===== src/gbt_pkg.sv =====
package gbt_pkg;
   // Register byte addresses on the APB bus.
   localparam logic [7:0] ADDR_CTRL  = 8'h00;
   localparam logic [7:0] ADDR_GATE  = 8'h04;
   localparam logic [7:0] ADDR_LOW   = 8'h08;
   localparam logic [7:0] ADDR_HIGH  = 8'h0c;
   localparam logic [7:0] ADDR_FLAGS = 8'h10;
   localparam logic [7:0] ADDR_CSYNC = 8'h14;
   // Timer control register fields.
   localparam int CTRL_ON   = 0;
   localparam int CTRL_OSEL = 1;
   localparam int CTRL_SYNC = 2;
   localparam int CTRL_SOSC = 3;
   localparam int CTRL_PS   = 4;
   localparam int CTRL_CS   = 6;
   // Gate control register fields.
   localparam int GATE_SS   = 0;
   localparam int GATE_VAL  = 2;
   localparam int GATE_GO   = 3;
   localparam int GATE_SPM  = 4;
   localparam int GATE_TM   = 5;
   localparam int GATE_POL  = 6;
   localparam int GATE_EN   = 7;
   // Flag register fields, cleared by writing a one.
   localparam int FLAG_OVF  = 0;
   localparam int FLAG_GEV  = 1;
   // Reset values, and the largest count.
   localparam logic [7:0]  CTRL_RST  = 8'h00;
   localparam logic [7:0]  GATE_RST  = 8'h00;
   localparam logic [15:0] COUNT_RST = 16'h0000;
   localparam logic [15:0] COUNT_MAX = 16'hffff;
   // Last phase of the four system clocks per instruction cycle.
   localparam logic [1:0]  INSTR_LAST = 2'h3;
   // Clock source codes.
   typedef enum logic [1:0] {
      GBT_CS_INSTR = 2'h0,
      GBT_CS_SYSTEM_OSCILLATOR_CLOCK  = 2'h1,
      GBT_CS_EXT   = 2'h2,
      GBT_CS_LFOSC = 2'h3
   } gbt_cs_t;
   // Gate source codes.
   typedef enum logic [1:0] {
      GBT_GS_PIN  = 2'h0,
      GBT_GS_WRAP = 2'h1,
      GBT_GS_CMP1 = 2'h2,
      GBT_GS_CMP2 = 2'h3
   } gbt_gs_t;
endpackage : gbt_pkg


===== src/gbt_sync.sv =====
`timescale 1ns/1ps
// Two-stage synchroniser for signals from outside the clock domain.
module gbt_sync #(
   parameter int WIDTH = 1
) (
   input  wire logic             clock_i,
   input  wire logic             srst_i,
   input  wire logic             ce_i,
   input  wire logic [WIDTH-1:0] async_i,
   output logic      [WIDTH-1:0] sync_o
);
   logic [WIDTH-1:0] stage1;
   logic [WIDTH-1:0] next_stage1;
   logic [WIDTH-1:0] next_sync;

   // A zero-width synchroniser has nothing to carry.
   if (WIDTH < 1) begin : g_bad_width
      $error("gbt_sync needs a width of at least one.");
   end

   // The first stage feeds only the second stage.
   always_comb begin
      next_stage1 = ce_i ? async_i : stage1;
      next_sync   = ce_i ? stage1 : sync_o;
   end

   // Both stages clear under reset.
   always_ff @(posedge clock_i) begin
      if (srst_i) begin
         stage1 <= '0;
         sync_o <= '0;
      end else begin
         stage1 <= next_stage1;
         sync_o <= next_sync;
      end
   end
endmodule : gbt_sync


===== src/gbt_timer.sv =====
// Decided for this implementation: the address map and the APB interface to the registers.
`timescale 1ns/1ps
module gbt_timer #(
   parameter int ADDR_W = 8
) (
   input  wire logic              clock_i,
   input  wire logic              srst_i,
   input  wire logic              ce_i,
   input  wire logic              psel_i,
   input  wire logic              penable_i,
   input  wire logic              pwrite_i,
   input  wire logic [ADDR_W-1:0] paddr_i,
   input  wire logic [31:0]       pwdata_i,
   output logic      [31:0]       prdata_o,
   output logic                   pready_o,
   output logic                   pslverr_o,
   input  wire logic              ext_clk_i,
   input  wire logic              lfosc_i,
   input  wire logic              sosc_clk_i,
   input  wire logic              gate_pin_i,
   input  wire logic              cmp1_i,
   input  wire logic              cmp2_i,
   input  wire logic              wrap_pulse_i,
   input  wire logic              sleep_i,
   output logic                   sosc_enable_o,
   output logic [15:0]            count_o,
   output logic                   gate_value_o
);
   logic [5:0] pins_s;
   logic [5:0] pins_d;
   logic [7:0] ctrl, gate_ctrl;
   logic [1:0] csync, phase, next_phase;
   logic [2:0] presc, next_presc;
   logic       ovf_flag, gev_flag, tff, sp_active, g2_d, cmp_t1, cmp_t2;
   logic [7:0] next_ctrl, next_gate_ctrl;
   logic [1:0] next_csync;
   logic [15:0] next_count;
   logic       next_ovf, next_gev, next_tff, next_sp, next_gval;
   logic       next_cmp_t1, next_cmp_t2;
   logic [31:0] next_prdata;
   logic       next_pready, next_pslverr;
   logic       acc, wr, wr_lo, wr_hi, wr_any, hit, src_tick, pre_tick, inc;
   logic       gsrc, g1, g2, rise2, fall2, run, ge, awake;
   logic       ext_rise, lf_rise, so_rise;
   logic       gsrc_prev_g1, next_g1_d;

   // Address bits 7:0 are decoded, so a narrower bus cannot work.
   if (ADDR_W < 8) begin : g_bad_addr
      $error("gbt_timer needs at least eight address bits.");
   end

   // Converts a prescale code into the last value of the prescale count.
   function automatic logic [2:0] presc_last(input logic [1:0] code);
      presc_last = 3'((4'h1 << code) - 4'h1);
   endfunction : presc_last

   // Bring every pin, oscillator and comparator level into the clock domain.
   // Unsynchronised counting is emulated in this domain, so the sync bit
   // only decides whether counting goes on while the processor sleeps.
   gbt_sync #(.WIDTH(6)) u_sync (
      .clock_i (clock_i),
      .srst_i  (srst_i),
      .ce_i    (ce_i),
      .async_i ({lfosc_i, cmp2_i, cmp1_i, gate_pin_i, sosc_clk_i,
                 ext_clk_i}),
      .sync_o  (pins_s)
   );

   // Rising edges of the synchronised clock inputs.
   assign ext_rise = pins_s[0] & ~pins_d[0];
   assign so_rise  = pins_s[1] & ~pins_d[1];
   assign lf_rise  = pins_s[5] & ~pins_d[5];

   // Bus decode; a write or read takes effect when pready is sampled high.
   assign acc    = ce_i & psel_i & penable_i & pready_o;
   assign wr     = acc & pwrite_i;
   assign wr_lo  = wr & (paddr_i[7:0] == gbt_pkg::ADDR_LOW);
   assign wr_hi  = wr & (paddr_i[7:0] == gbt_pkg::ADDR_HIGH);
   assign wr_any = wr_lo | wr_hi;

   // Picks the enabled source edge, then the prescaler divides it.
   always_comb begin
      unique case (gbt_pkg::gbt_cs_t'(ctrl[gbt_pkg::CTRL_CS +: 2]))
         gbt_pkg::GBT_CS_INSTR: src_tick = (phase == gbt_pkg::INSTR_LAST);
         gbt_pkg::GBT_CS_SYSTEM_OSCILLATOR_CLOCK:  src_tick = 1'b1;
         gbt_pkg::GBT_CS_EXT:   src_tick = ctrl[gbt_pkg::CTRL_OSEL] ?
                                           so_rise : ext_rise;
         gbt_pkg::GBT_CS_LFOSC: src_tick = lf_rise;
      endcase
   end

   // Sleep stops counting unless the external source runs unsynchronised.
   assign awake = ~sleep_i |
      ((ctrl[gbt_pkg::CTRL_CS +: 2] == gbt_pkg::GBT_CS_EXT) &
       ctrl[gbt_pkg::CTRL_SYNC]);
   assign pre_tick = src_tick & awake &
      (presc == presc_last(ctrl[gbt_pkg::CTRL_PS +: 2]));
   assign run = ctrl[gbt_pkg::CTRL_ON];
   assign ge  = gate_ctrl[gbt_pkg::GATE_EN];
   assign inc = ce_i & pre_tick & run & (~ge | gate_value_o);

   // Gate source mux; comparators may be resampled on counter ticks.
   always_comb begin
      unique case (gbt_pkg::gbt_gs_t'(gate_ctrl[gbt_pkg::GATE_SS +: 2]))
         gbt_pkg::GBT_GS_PIN:  gsrc = pins_s[2];
         gbt_pkg::GBT_GS_WRAP: gsrc = wrap_pulse_i;
         gbt_pkg::GBT_GS_CMP1: gsrc = csync[0] ? cmp_t1 : pins_s[3];
         gbt_pkg::GBT_GS_CMP2: gsrc = csync[1] ? cmp_t2 : pins_s[4];
      endcase
   end

   // Polarity, then toggle flip-flop, then single-pulse window.
   assign g1    = gate_ctrl[gbt_pkg::GATE_POL] ? gsrc : ~gsrc;
   assign g2    = gate_ctrl[gbt_pkg::GATE_TM] ? tff : g1;
   assign rise2 = g2 & ~g2_d;
   assign fall2 = ~g2 & g2_d;

   // Next state of the gate unit.
   always_comb begin
      next_tff = tff;
      if (!gate_ctrl[gbt_pkg::GATE_TM]) begin
         next_tff = 1'b0;
      end else if (g1 && !gsrc_prev_g1) begin
         next_tff = ~tff;
      end
      next_sp = sp_active;
      if (!gate_ctrl[gbt_pkg::GATE_SPM]) begin
         next_sp = 1'b0;
      end else if (sp_active && fall2) begin
         next_sp = 1'b0;
      end else if (gate_ctrl[gbt_pkg::GATE_GO] && rise2) begin
         next_sp = 1'b1;
      end
      next_gval = gate_ctrl[gbt_pkg::GATE_SPM] ? (g2 & next_sp) : g2;
      next_cmp_t1 = pre_tick ? pins_s[3] : cmp_t1;
      next_cmp_t2 = pre_tick ? pins_s[4] : cmp_t2;
   end

   // Previous polarity-corrected gate level, for the toggle edge detector.
   assign next_g1_d = g1;

   // Next state of the counter, prescaler and flags.
   always_comb begin
      next_phase = phase + 2'h1;
      next_presc = presc;
      if (wr_any) begin
         next_presc = 3'h0;
      end else if (src_tick && awake) begin
         next_presc = pre_tick ? 3'h0 : presc + 3'h1;
      end
      next_count = inc ? count_o + 16'h0001 : count_o;
      if (wr_lo) begin
         next_count[7:0] = pwdata_i[7:0];
      end
      if (wr_hi) begin
         next_count[15:8] = pwdata_i[7:0];
      end
      next_ovf = ovf_flag;
      if (wr && paddr_i[7:0] == gbt_pkg::ADDR_FLAGS &&
          pwdata_i[gbt_pkg::FLAG_OVF]) begin
         next_ovf = 1'b0;
      end
      if (inc && count_o == gbt_pkg::COUNT_MAX) begin
         next_ovf = 1'b1;
      end
      next_gev = gev_flag;
      if (wr && paddr_i[7:0] == gbt_pkg::ADDR_FLAGS &&
          pwdata_i[gbt_pkg::FLAG_GEV]) begin
         next_gev = 1'b0;
      end
      if (gate_value_o && !next_gval) begin
         next_gev = 1'b1;
      end
   end

   // Next state of the control registers and the bus answer.
   always_comb begin
      next_ctrl      = ctrl;
      next_gate_ctrl = gate_ctrl;
      next_csync     = csync;
      if (wr && paddr_i[7:0] == gbt_pkg::ADDR_CTRL) begin
         next_ctrl = pwdata_i[7:0];
      end
      if (wr && paddr_i[7:0] == gbt_pkg::ADDR_CSYNC) begin
         next_csync = pwdata_i[1:0];
      end
      if (gate_ctrl[gbt_pkg::GATE_SPM] && sp_active && fall2) begin
         next_gate_ctrl[gbt_pkg::GATE_GO] = 1'b0;
      end
      if (wr && paddr_i[7:0] == gbt_pkg::ADDR_GATE) begin
         next_gate_ctrl = pwdata_i[7:0];
         next_gate_ctrl[gbt_pkg::GATE_GO] = pwdata_i[gbt_pkg::GATE_GO] |
            (gate_ctrl[gbt_pkg::GATE_GO] & ~(sp_active & fall2));
      end
      next_gate_ctrl[gbt_pkg::GATE_VAL] = next_gval;
      next_pready  = psel_i & penable_i & ~pready_o;
      hit = 1'b1;
      next_prdata = 32'h0000_0000;
      unique case (paddr_i[7:0])
         gbt_pkg::ADDR_CTRL:  next_prdata[7:0] = ctrl;
         gbt_pkg::ADDR_GATE:  next_prdata[7:0] = gate_ctrl;
         gbt_pkg::ADDR_LOW:   next_prdata[7:0] = count_o[7:0];
         gbt_pkg::ADDR_HIGH:  next_prdata[7:0] = count_o[15:8];
         gbt_pkg::ADDR_FLAGS: next_prdata[1:0] = {gev_flag, ovf_flag};
         gbt_pkg::ADDR_CSYNC: next_prdata[1:0] = csync;
         default:             hit = 1'b0;
      endcase
      // Read data is captured in the first access cycle and then held.
      if (!next_pready) begin
         next_prdata = prdata_o;
      end
      next_pslverr = next_pready ? ~hit : 1'b0;
   end

   // Registers every group; clock enable low freezes all of it.
   always_ff @(posedge clock_i) begin
      if (srst_i) begin
         ctrl         <= gbt_pkg::CTRL_RST;
         gate_ctrl    <= gbt_pkg::GATE_RST;
         csync        <= 2'h0;
         count_o      <= gbt_pkg::COUNT_RST;
         phase        <= 2'h0;
         presc        <= 3'h0;
         ovf_flag     <= 1'b0;
         gev_flag     <= 1'b0;
         tff          <= 1'b0;
         sp_active    <= 1'b0;
         gate_value_o <= 1'b0;
         g2_d         <= 1'b0;
         gsrc_prev_g1 <= 1'b0;
         cmp_t1       <= 1'b0;
         cmp_t2       <= 1'b0;
         pins_d       <= 6'h00;
         prdata_o     <= 32'h0000_0000;
         pready_o     <= 1'b0;
         pslverr_o    <= 1'b0;
         sosc_enable_o <= 1'b0;
      end else if (ce_i) begin
         ctrl         <= next_ctrl;
         gate_ctrl    <= next_gate_ctrl;
         csync        <= next_csync;
         count_o      <= next_count;
         phase        <= next_phase;
         presc        <= next_presc;
         ovf_flag     <= next_ovf;
         gev_flag     <= next_gev;
         tff          <= next_tff;
         sp_active    <= next_sp;
         gate_value_o <= next_gval;
         g2_d         <= g2;
         gsrc_prev_g1 <= next_g1_d;
         cmp_t1       <= next_cmp_t1;
         cmp_t2       <= next_cmp_t2;
         pins_d       <= pins_s;
         prdata_o     <= next_prdata;
         pready_o     <= next_pready;
         pslverr_o    <= next_pslverr;
         sosc_enable_o <= next_ctrl[gbt_pkg::CTRL_SOSC];
      end
   end
endmodule : gbt_timer


===== config.mk =====
export PLATFORM = sky130hd
export DESIGN_NAME = gbt_timer
export DESIGN_NICKNAME = d
export VERILOG_FILES = /design/src/gbt_pkg.sv /design/src/gbt_sync.sv /design/src/gbt_timer.sv
export SDC_FILE = /design/constraint.sdc
export NUM_CORES = 1
export LEC_CHECK = 0
export ABC_AREA = 1
export BUFFER_PORTS_ARGS = -buffer_cell sky130_fd_sc_hd__buf_4
export CORE_MARGIN = 5
export CORE_UTILIZATION = 25
export CTS_CLUSTER_DIAMETER = 100
export DETAILED_ROUTE_END_ITERATION = 7
export SETUP_SLACK_MARGIN = 0.5
export SYNTH_ARGS = -nofsm -noshare
export SYNTH_HDL_FRONTEND = slang
export SYNTH_SLANG_ARGS = --single-unit

===== constraint.sdc =====
create_clock -name clock_i -period 2.85 [get_ports clock_i]
set_input_delay 0.57 -clock clock_i [delete_from_list [all_inputs] [get_ports clock_i]]
set_output_delay 0.57 -clock clock_i [all_outputs]
set_load 0.05 [all_outputs]

==> flow_metrics.env, run 1 <==
export IMPL_drc=0
export IMPL_rows=45
export IMPL_status="finished, final reports clean"
export IMPL_grt_pass1_wl_um=17600
export IMPL_power_ir_vdd_worst_mv=0.251
export IMPL_worst_ep_arrival_time_ps=2250
export IMPL_grt_setup_unrepaired="no"
export IMPL_endpoint_kind="register"
export IMPL_boundaryPins=106
export IMPL_critPathMaxFanout=23
export IMPL_setup_total_negative_slack_ps=0
export IMPL_hold_path_startpoint="cmp_t2"
export IMPL_path_clk_slew_ps=60
export IMPL_whs_path_depth=2
export IMPL_ff_latch_area_mm2=0.00144
export IMPL_port_buffers=57
export IMPL_timing_hold_violations_final=0
export IMPL_synth_cell_type_count=40
export IMPL_initial_utilization=0.257
export IMPL_slew_headroom=0.518
export IMPL_ff2ff_setup_slack_ps=850
export IMPL_finalMaxSlewViolations=0
export IMPL_die_area_mm2=0.0184
export IMPL_synth_async_reset_ratio=0
export IMPL_placeableCoreArea_mm2=0.0153
export IMPL_hold_bufs_at_cts=0
export IMPL_cellInternalPower_mw=1.71
export IMPL_power_sequential_fraction=0.448
export IMPL_netSwitchingPower_mw=0.630
export IMPL_postSynthRegisterBits=72
export IMPL_clock_sinks=72
export IMPL_pwr_share_clk=0.451
export IMPL_cts_root_buffer_cell="clkbuf_16"
export IMPL_nNetsFinal=682
export IMPL_holdWs_ps=445
export IMPL_mappedNetlistArea_mm2=0.00394
export IMPL_tmin_final_ps=2010
export IMPL_cts_inserted_buffers=9
export IMPL_cts_tree="built"
export IMPL_cp_launch_type="input pin"
export IMPL_antenna_violations_before_repair=0
export IMPL_post_route_cells_drive_above_1_share=0.167
export IMPL_total_power_mw=2.34
export IMPL_power_switching_fraction=0.269
export IMPL_yosys_warning_total=0
export IMPL_synth_yosys_seq_area_share=0.366
export IMPL_worst_pin_slew_ps=717
export IMPL_post_route_period_util=0.707
export IMPL_multiInputGateArea_mm2=0.00206
export IMPL_last_weighted_congestion_value_of_the_routability_driven_placer=0.848
export IMPL_cts_htree_levels=3
export IMPL_detailedPlacementHpwl_um=8360
export IMPL_max_freq_ghz=0.496
export IMPL_grt_overflow_total=0
export IMPL_worst_skew_pair_late_latency_ps=330
export IMPL_worstReg2RegStart="count_o[1]"
export IMPL_synthesis_instances=573
export IMPL_powerDensity_mw_per_mm2=490
export IMPL_synth_main_ff_cell="dfxtp_1"
export IMPL_endpoint_of_the_lowest_slack_register_to_register_path="count_o[14]"
export IMPL_whs_endpoint="cmp_t2"
export IMPL_cts_repair_resize_count=0
export IMPL_avgViaCountPerCell=4.42
export IMPL_syn2layout_area_growth_pct=21.3
export IMPL_synth_avg_cell_area_um2=6.87
export IMPL_maximum_capacitance_violations=0
export IMPL_die_y_um=135
export IMPL_dr_first_iter_drc_count=318
export IMPL_filler_cell_count=1668
export IMPL_totalWireLength_um=11300
export IMPL_post_drt_wl_per_cell_um=13.4
export IMPL_worstRegToRegCells=12
export IMPL_number_of_antenna_cells_inserted=0
export IMPL_clk_path_buf_depth=2
export IMPL_cts_setup_buffers=0
export IMPL_dr_total_vias=3720
export IMPL_setup_violations_final=0
export IMPL_finClkSkew_ps=5.71
export IMPL_synth_edff_count=0
export IMPL_firstDrtPassIters=4
export IMPL_leakagePower_nw=2.16
export IMPL_post_route_util=0.312
export IMPL_worst_ep_required_time_ps=3080
export IMPL_floorplan_die_width_um=135
export IMPL_share_comb_of_total_power=0.101
export IMPL_postRouteAntennaNets=0
export IMPL_grt_pass1_vias=3345
export IMPL_grt_max_degree=45
export IMPL_all_layer_global_routing_usage=0.122
export IMPL_critPathKind="input pin to register"
export IMPL_hold_path_class="register to register"
Yosys cell counts, types with 2 or more instances:
master / instances / area (um2)
nand2_1: 97 / 364
nor2_1: 80 / 300
dfxtp_1: 72 / 1440
o21ai_0: 68 / 340
inv_1: 59 / 221
a21oi_1: 44 / 220
nand3_1: 26 / 130
buf_4: 24 / 180
xor2_1: 12 / 105
clkbuf_1: 10 / 37.5
buf_2: 8 / 40.0
nand3_2: 7 / 70.1
nand3b_1: 6 / 45.0
nand4_1: 6 / 37.5
nor2_2: 5 / 31.3
nor3_1: 5 / 25.0
inv_2: 4 / 15.0
nand2_2: 4 / 25.0
a31oi_1: 3 / 18.8
ha_1: 3 / 37.5
o2111ai_1: 3 / 26.3
a221oi_1: 2 / 17.5
clkinv_1: 2 / 7.51
nor2_8: 2 / 40.0
nor4_1: 2 / 12.5
o22ai_1: 2 / 12.5
o31ai_1: 2 / 15.0
or2_2: 2 / 12.5
xnor2_1: 2 / 17.5
sequential cells by signal, indices dropped and copies added (netlist names), 2 cells and up:
| register | count |
|---|---|
| count_o | 16 |
| csync | 2 |
| ctrl | 8 |
| gate_ctrl | 8 |
| phase | 2 |
| pins_d | 3 |
| prdata_o | 8 |
| presc | 3 |
| u_sync.stage1 | 6 |
| u_sync.sync_o | 6 |
kinds of logic (layout without fill, tap and decap cells):
logic type | Yosys count | count (layout) | synth area share
compound gates | 129 | 129 | 0.175
fa+ha+maj | 3 | 3 | 0.00954
buf+inv | 109 | 143 | 0.131
mux | 1 | 1 | 0.00254
other cells | 1 | 24 | 0.000953
flops | 72 | 72 | 0.366
simple gates | 244 | 244 | 0.284
xor+xnor | 14 | 14 | 0.0312
power by group through the flow:
| stage | sequential (mW) | combinational (mW) | clock (mW) |
|---|---|---|---|
| final | 1.05 | 0.236 | 1.06 |
| after global routing | 1.05 | 0.257 | 1.12 |
| after global placement | 1.07 | 0.236 | 0 |
| after CTS | 1.05 | 0.237 | 1.09 |
| after detailed placement | 1.07 | 0.237 | 0 |
| after floorplan | 1.08 | 0.177 | 0 |
how the worst max path moves through the flow:
| stage | end | depth (start not counted) | start |
|---|---|---|---|
| global placement | count_o[8] | 11 | paddr_i[1] |
| finish | count_o[11] | 11 | paddr_i[1] |
| global route | count_o[14] | 12 | count_o[0] |
| CTS | count_o[11] | 11 | paddr_i[1] |
| floorplan | count_o[14] | 12 | count_o[0] |
| detailed placement | count_o[9] | 11 | paddr_i[1] |
cell type report:
cell class,count,share of cell area
multi-input combinational,415,0.432
sequential,72,0.302
timing repair buffer,62,0.100
tap,211,0.0553
inverter,65,0.0511
clock buffer,10,0.0500
clock inverter,6,0.00943
metal layers:
metal / global-route usage / wire, um / share of wire
met5: 0 / 0 / 0
met4: 0.0448 / 152 / 0.013
met3: 0.0312 / 761 / 0.068
met2: 0.183 / 4960 / 0.44
met1: 0.168 / 5390 / 0.48
critical path, cell delays in order:
cell	delay (ps)
buf_4	110
nor2_2	140
nand4_1	130
nor2_1	230
inv_2	140
nor2_8	170
nand2_2	280
nand2_2	240
inv_2	80
nor2_1	100
nor2_1	50
metrics by stage:
stage,setup slack [ps],instances,cell area [um2]
floorplan,752,596,4020
global placement,515,825,4490
detailed placement,511,825,4490
CTS,849,841,4780
global route,639,841,4780
finish,836,841,4780
cells in the final DEF (no fill, tap or decap), types with 7 or more instances in the layout:
| cell | netlist | layout |
|---|---|---|
| nor2_1 | 80 | 80 |
| inv_1 | 59 | 59 |
| o21ai_0 | 68 | 68 |
| nand2_1 | 97 | 97 |
| nand3_1 | 26 | 26 |
| nand3_2 | 7 | 7 |
| dfxtp_1 | 72 | 72 |
| a21oi_1 | 44 | 44 |
| buf_4 | 24 | 61 |
| xor2_1 | 12 | 12 |
| conb_1 | 1 | 24 |
| clkbuf_16 | 0 | 9 |
Note: power is estimated with default switching activity, not from simulation.
==> inputs of run 2 (changes only) <==
==> constraint.sdc (replaced) <==
create_clock -name clock_i -period 1.9 [get_ports clock_i]
set_input_delay 0.38 -clock clock_i [delete_from_list [all_inputs] [get_ports clock_i]]
set_output_delay 0.38 -clock clock_i [all_outputs]
set_load 0.05 [all_outputs]
==> flow_metrics.env, run 2 (synthesis results as in run 1) <==
export IMPL_status="finished, final reports clean"
export IMPL_largest_register_ff_count=16
export IMPL_dr_first_iter_drc_count=220
export IMPL_critPathMaxFanout=4
export IMPL_post_route_cell_area_mm2=0.00549
export IMPL_boundaryPins=106
export IMPL_port_buffers=57
export IMPL_last_weighted_congestion_value_of_the_routability_driven_placer=0.841
export IMPL_regMostFlops="count_o"
export IMPL_avgViaCountPerCell=4.49
export IMPL_firstDrtPassIters=4
export IMPL_endpoint_of_the_lowest_slack_register_to_register_path="cmp_t1"
export IMPL_nNetsFinal=719
export IMPL_die_y_um=135
export IMPL_cts_tree="built"
export IMPL_setup_violations_final=0
export IMPL_hold_path_class="input pin to register"
export IMPL_powerDensity_mw_per_mm2=642
export IMPL_maximum_capacitance_violations=0
export IMPL_hold_path_startpoint="gate_pin_i"
export IMPL_leakagePower_nw=2.47
export IMPL_syn2layout_area_growth_pct=39.4
export IMPL_floorplan_die_width_um=135
export IMPL_die_area_mm2=0.0184
export IMPL_multiInputGateArea_mm2=0.00239
export IMPL_all_layer_global_routing_usage=0.129
export IMPL_worst_skew_pair_late_latency_ps=340
export IMPL_rows=45
export IMPL_power_sequential_fraction=0.444
export IMPL_ff2ff_setup_slack_ps=160
export IMPL_cp_launch_type="register"
export IMPL_whs_endpoint="u_sync.stage1[2]"
export IMPL_placeableCoreArea_mm2=0.0153
export IMPL_whs_path_depth=3
export IMPL_cts_inserted_buffers=9
export IMPL_ff_latch_area_mm2=0.00149
export IMPL_endpoint_kind="register"
export IMPL_detailedPlacementHpwl_um=8770
export IMPL_worstReg2RegStart="presc[1]"
export IMPL_grt_max_degree=58
export IMPL_number_of_antenna_cells_inserted=0
export IMPL_power_ir_vdd_worst_mv=0.431
export IMPL_mostFrequentLayoutCell="buf_4"
export IMPL_hold_bufs_at_cts=0
export IMPL_clock_sinks=72
export IMPL_post_route_period_util=0.915
export IMPL_worstRegToRegCells=8
export IMPL_max_freq_ghz=0.575
export IMPL_initial_utilization=0.257
export IMPL_critPathKind="register to register"
export IMPL_setup_total_negative_slack_ps=0
export IMPL_finalMaxSlewViolations=0
export IMPL_cts_root_buffer_cell="clkbuf_16"
export IMPL_tmin_final_ps=1740
export IMPL_grt_pass1_vias=3553
export IMPL_post_route_cells_drive_above_1_share=0.345
export IMPL_drc=0
export IMPL_power_switching_fraction=0.267
export IMPL_cellInternalPower_mw=2.58
export IMPL_grt_pass1_wl_um=18500
export IMPL_cts_htree_levels=3
export IMPL_share_comb_of_total_power=0.115
export IMPL_clk_path_buf_depth=2
export IMPL_post_drt_wl_per_cell_um=13.8
export IMPL_finClkSkew_ps=5.27
export IMPL_grt_setup_unrepaired="yes"
export IMPL_timing_hold_violations_final=0
export IMPL_most_common_layout_cells="buf_4 (84), nand2_1 (80), nor2_1 (70)"
export IMPL_grt_overflow_total=0
export IMPL_postRouteAntennaNets=0
export IMPL_pwr_share_clk=0.441
export IMPL_filler_cell_count=1616
export IMPL_netSwitchingPower_mw=0.942
export IMPL_totalWireLength_um=12100
export IMPL_dr_total_vias=3942
export IMPL_antenna_violations_before_repair=0
export IMPL_worst_ep_arrival_time_ps=1970
export IMPL_post_dp_cell_area_mm2=0.00478
export IMPL_path_clk_slew_ps=60
export IMPL_worst_ep_required_time_ps=2130
## run 2: cell count changes in the layout (fill, tap and decap cells not counted), sizes merged
cell      previous run  this run
clkbuf              10        13
clkinvlp             3         0
buf                 62        99
## run 2: through the flow
| step | std cells | utilization | worst slack, ps | hold WS [ps] | total power [mW] |
|---|---|---|---|---|---|
| 2_1_floorplan | 596 | - | 212 | 424 | 1.88 |
| 3_3_place_gp | 846 | 0.312 | 22.2 | 437 | 1.97 |
| 3_5_place_dp | 846 | 0.312 | 22.6 | 443 | 1.97 |
| 4_1_cts | 869 | 0.340 | 175 | 262 | 3.53 |
| 5_1_grt | 878 | 0.358 | 29.5 | 276 | 3.64 |
| 6_report | 878 | 0.358 | 161 | 266 | 3.52 |
## run 2: metal layers
metal | track usage | up-vias | wire (um)
li1 | - | 2000 | -
met1 | 0.170 | 1822 | 5400
met2 | 0.201 | 98 | 5680
met3 | 0.0253 | 22 | 682
met4 | 0.0666 | 0 | 338
met5 | 0 | - | 0
## run 2: critical path: stages, from the launching register on
cell	delay, ps
dfxtp_1	330
xor2_1	170
nor4_2	340
nand3_2	180
buf_4	180
buf_6	100
buf_4	130
o21ai_0	140
a21oi_1	50
## run 2: worst max-delay path by stage
stage          slack [ps]  cells past startpoint        from     endpoint
4_1_cts               170                     12    phase[0]  count_o[12]
3_5_place_dp           20                     11  paddr_i[1]  count_o[11]
6_report              160                      8    presc[1]       cmp_t1
5_1_grt                30                     12    phase[0]  count_o[12]
3_3_place_gp           20                     11  paddr_i[1]   count_o[7]
2_1_floorplan         210                     12  count_o[1]  count_o[14]
## run 2: timing repair
action / in CTS / in global routing
buffers inserted: 7 / 9
gates resized for setup: 40 / 64
pin swaps: 15 / 31
endpoints found under the setup margin: 35 / 49
## run 2: power groups by stage
stage | Sequential (mW) | Combinational, mW | Clock, mW
final | 1.57 | 0.403 | 1.55
after global routing | 1.57 | 0.438 | 1.64
after CTS | 1.56 | 0.384 | 1.58
after detailed placement | 1.59 | 0.376 | 0
after global placement | 1.59 | 0.374 | 0
after floorplan | 1.61 | 0.270 | 0
## run 2: area by class of cell
type	instances	area share
well taps	211	0.0481
flip-flops and latches	72	0.271
inverters	65	0.0481
clock buffers	13	0.0456
multi-input cells	415	0.435
clock inverters	3	0.00296
repair buffers	99	0.149
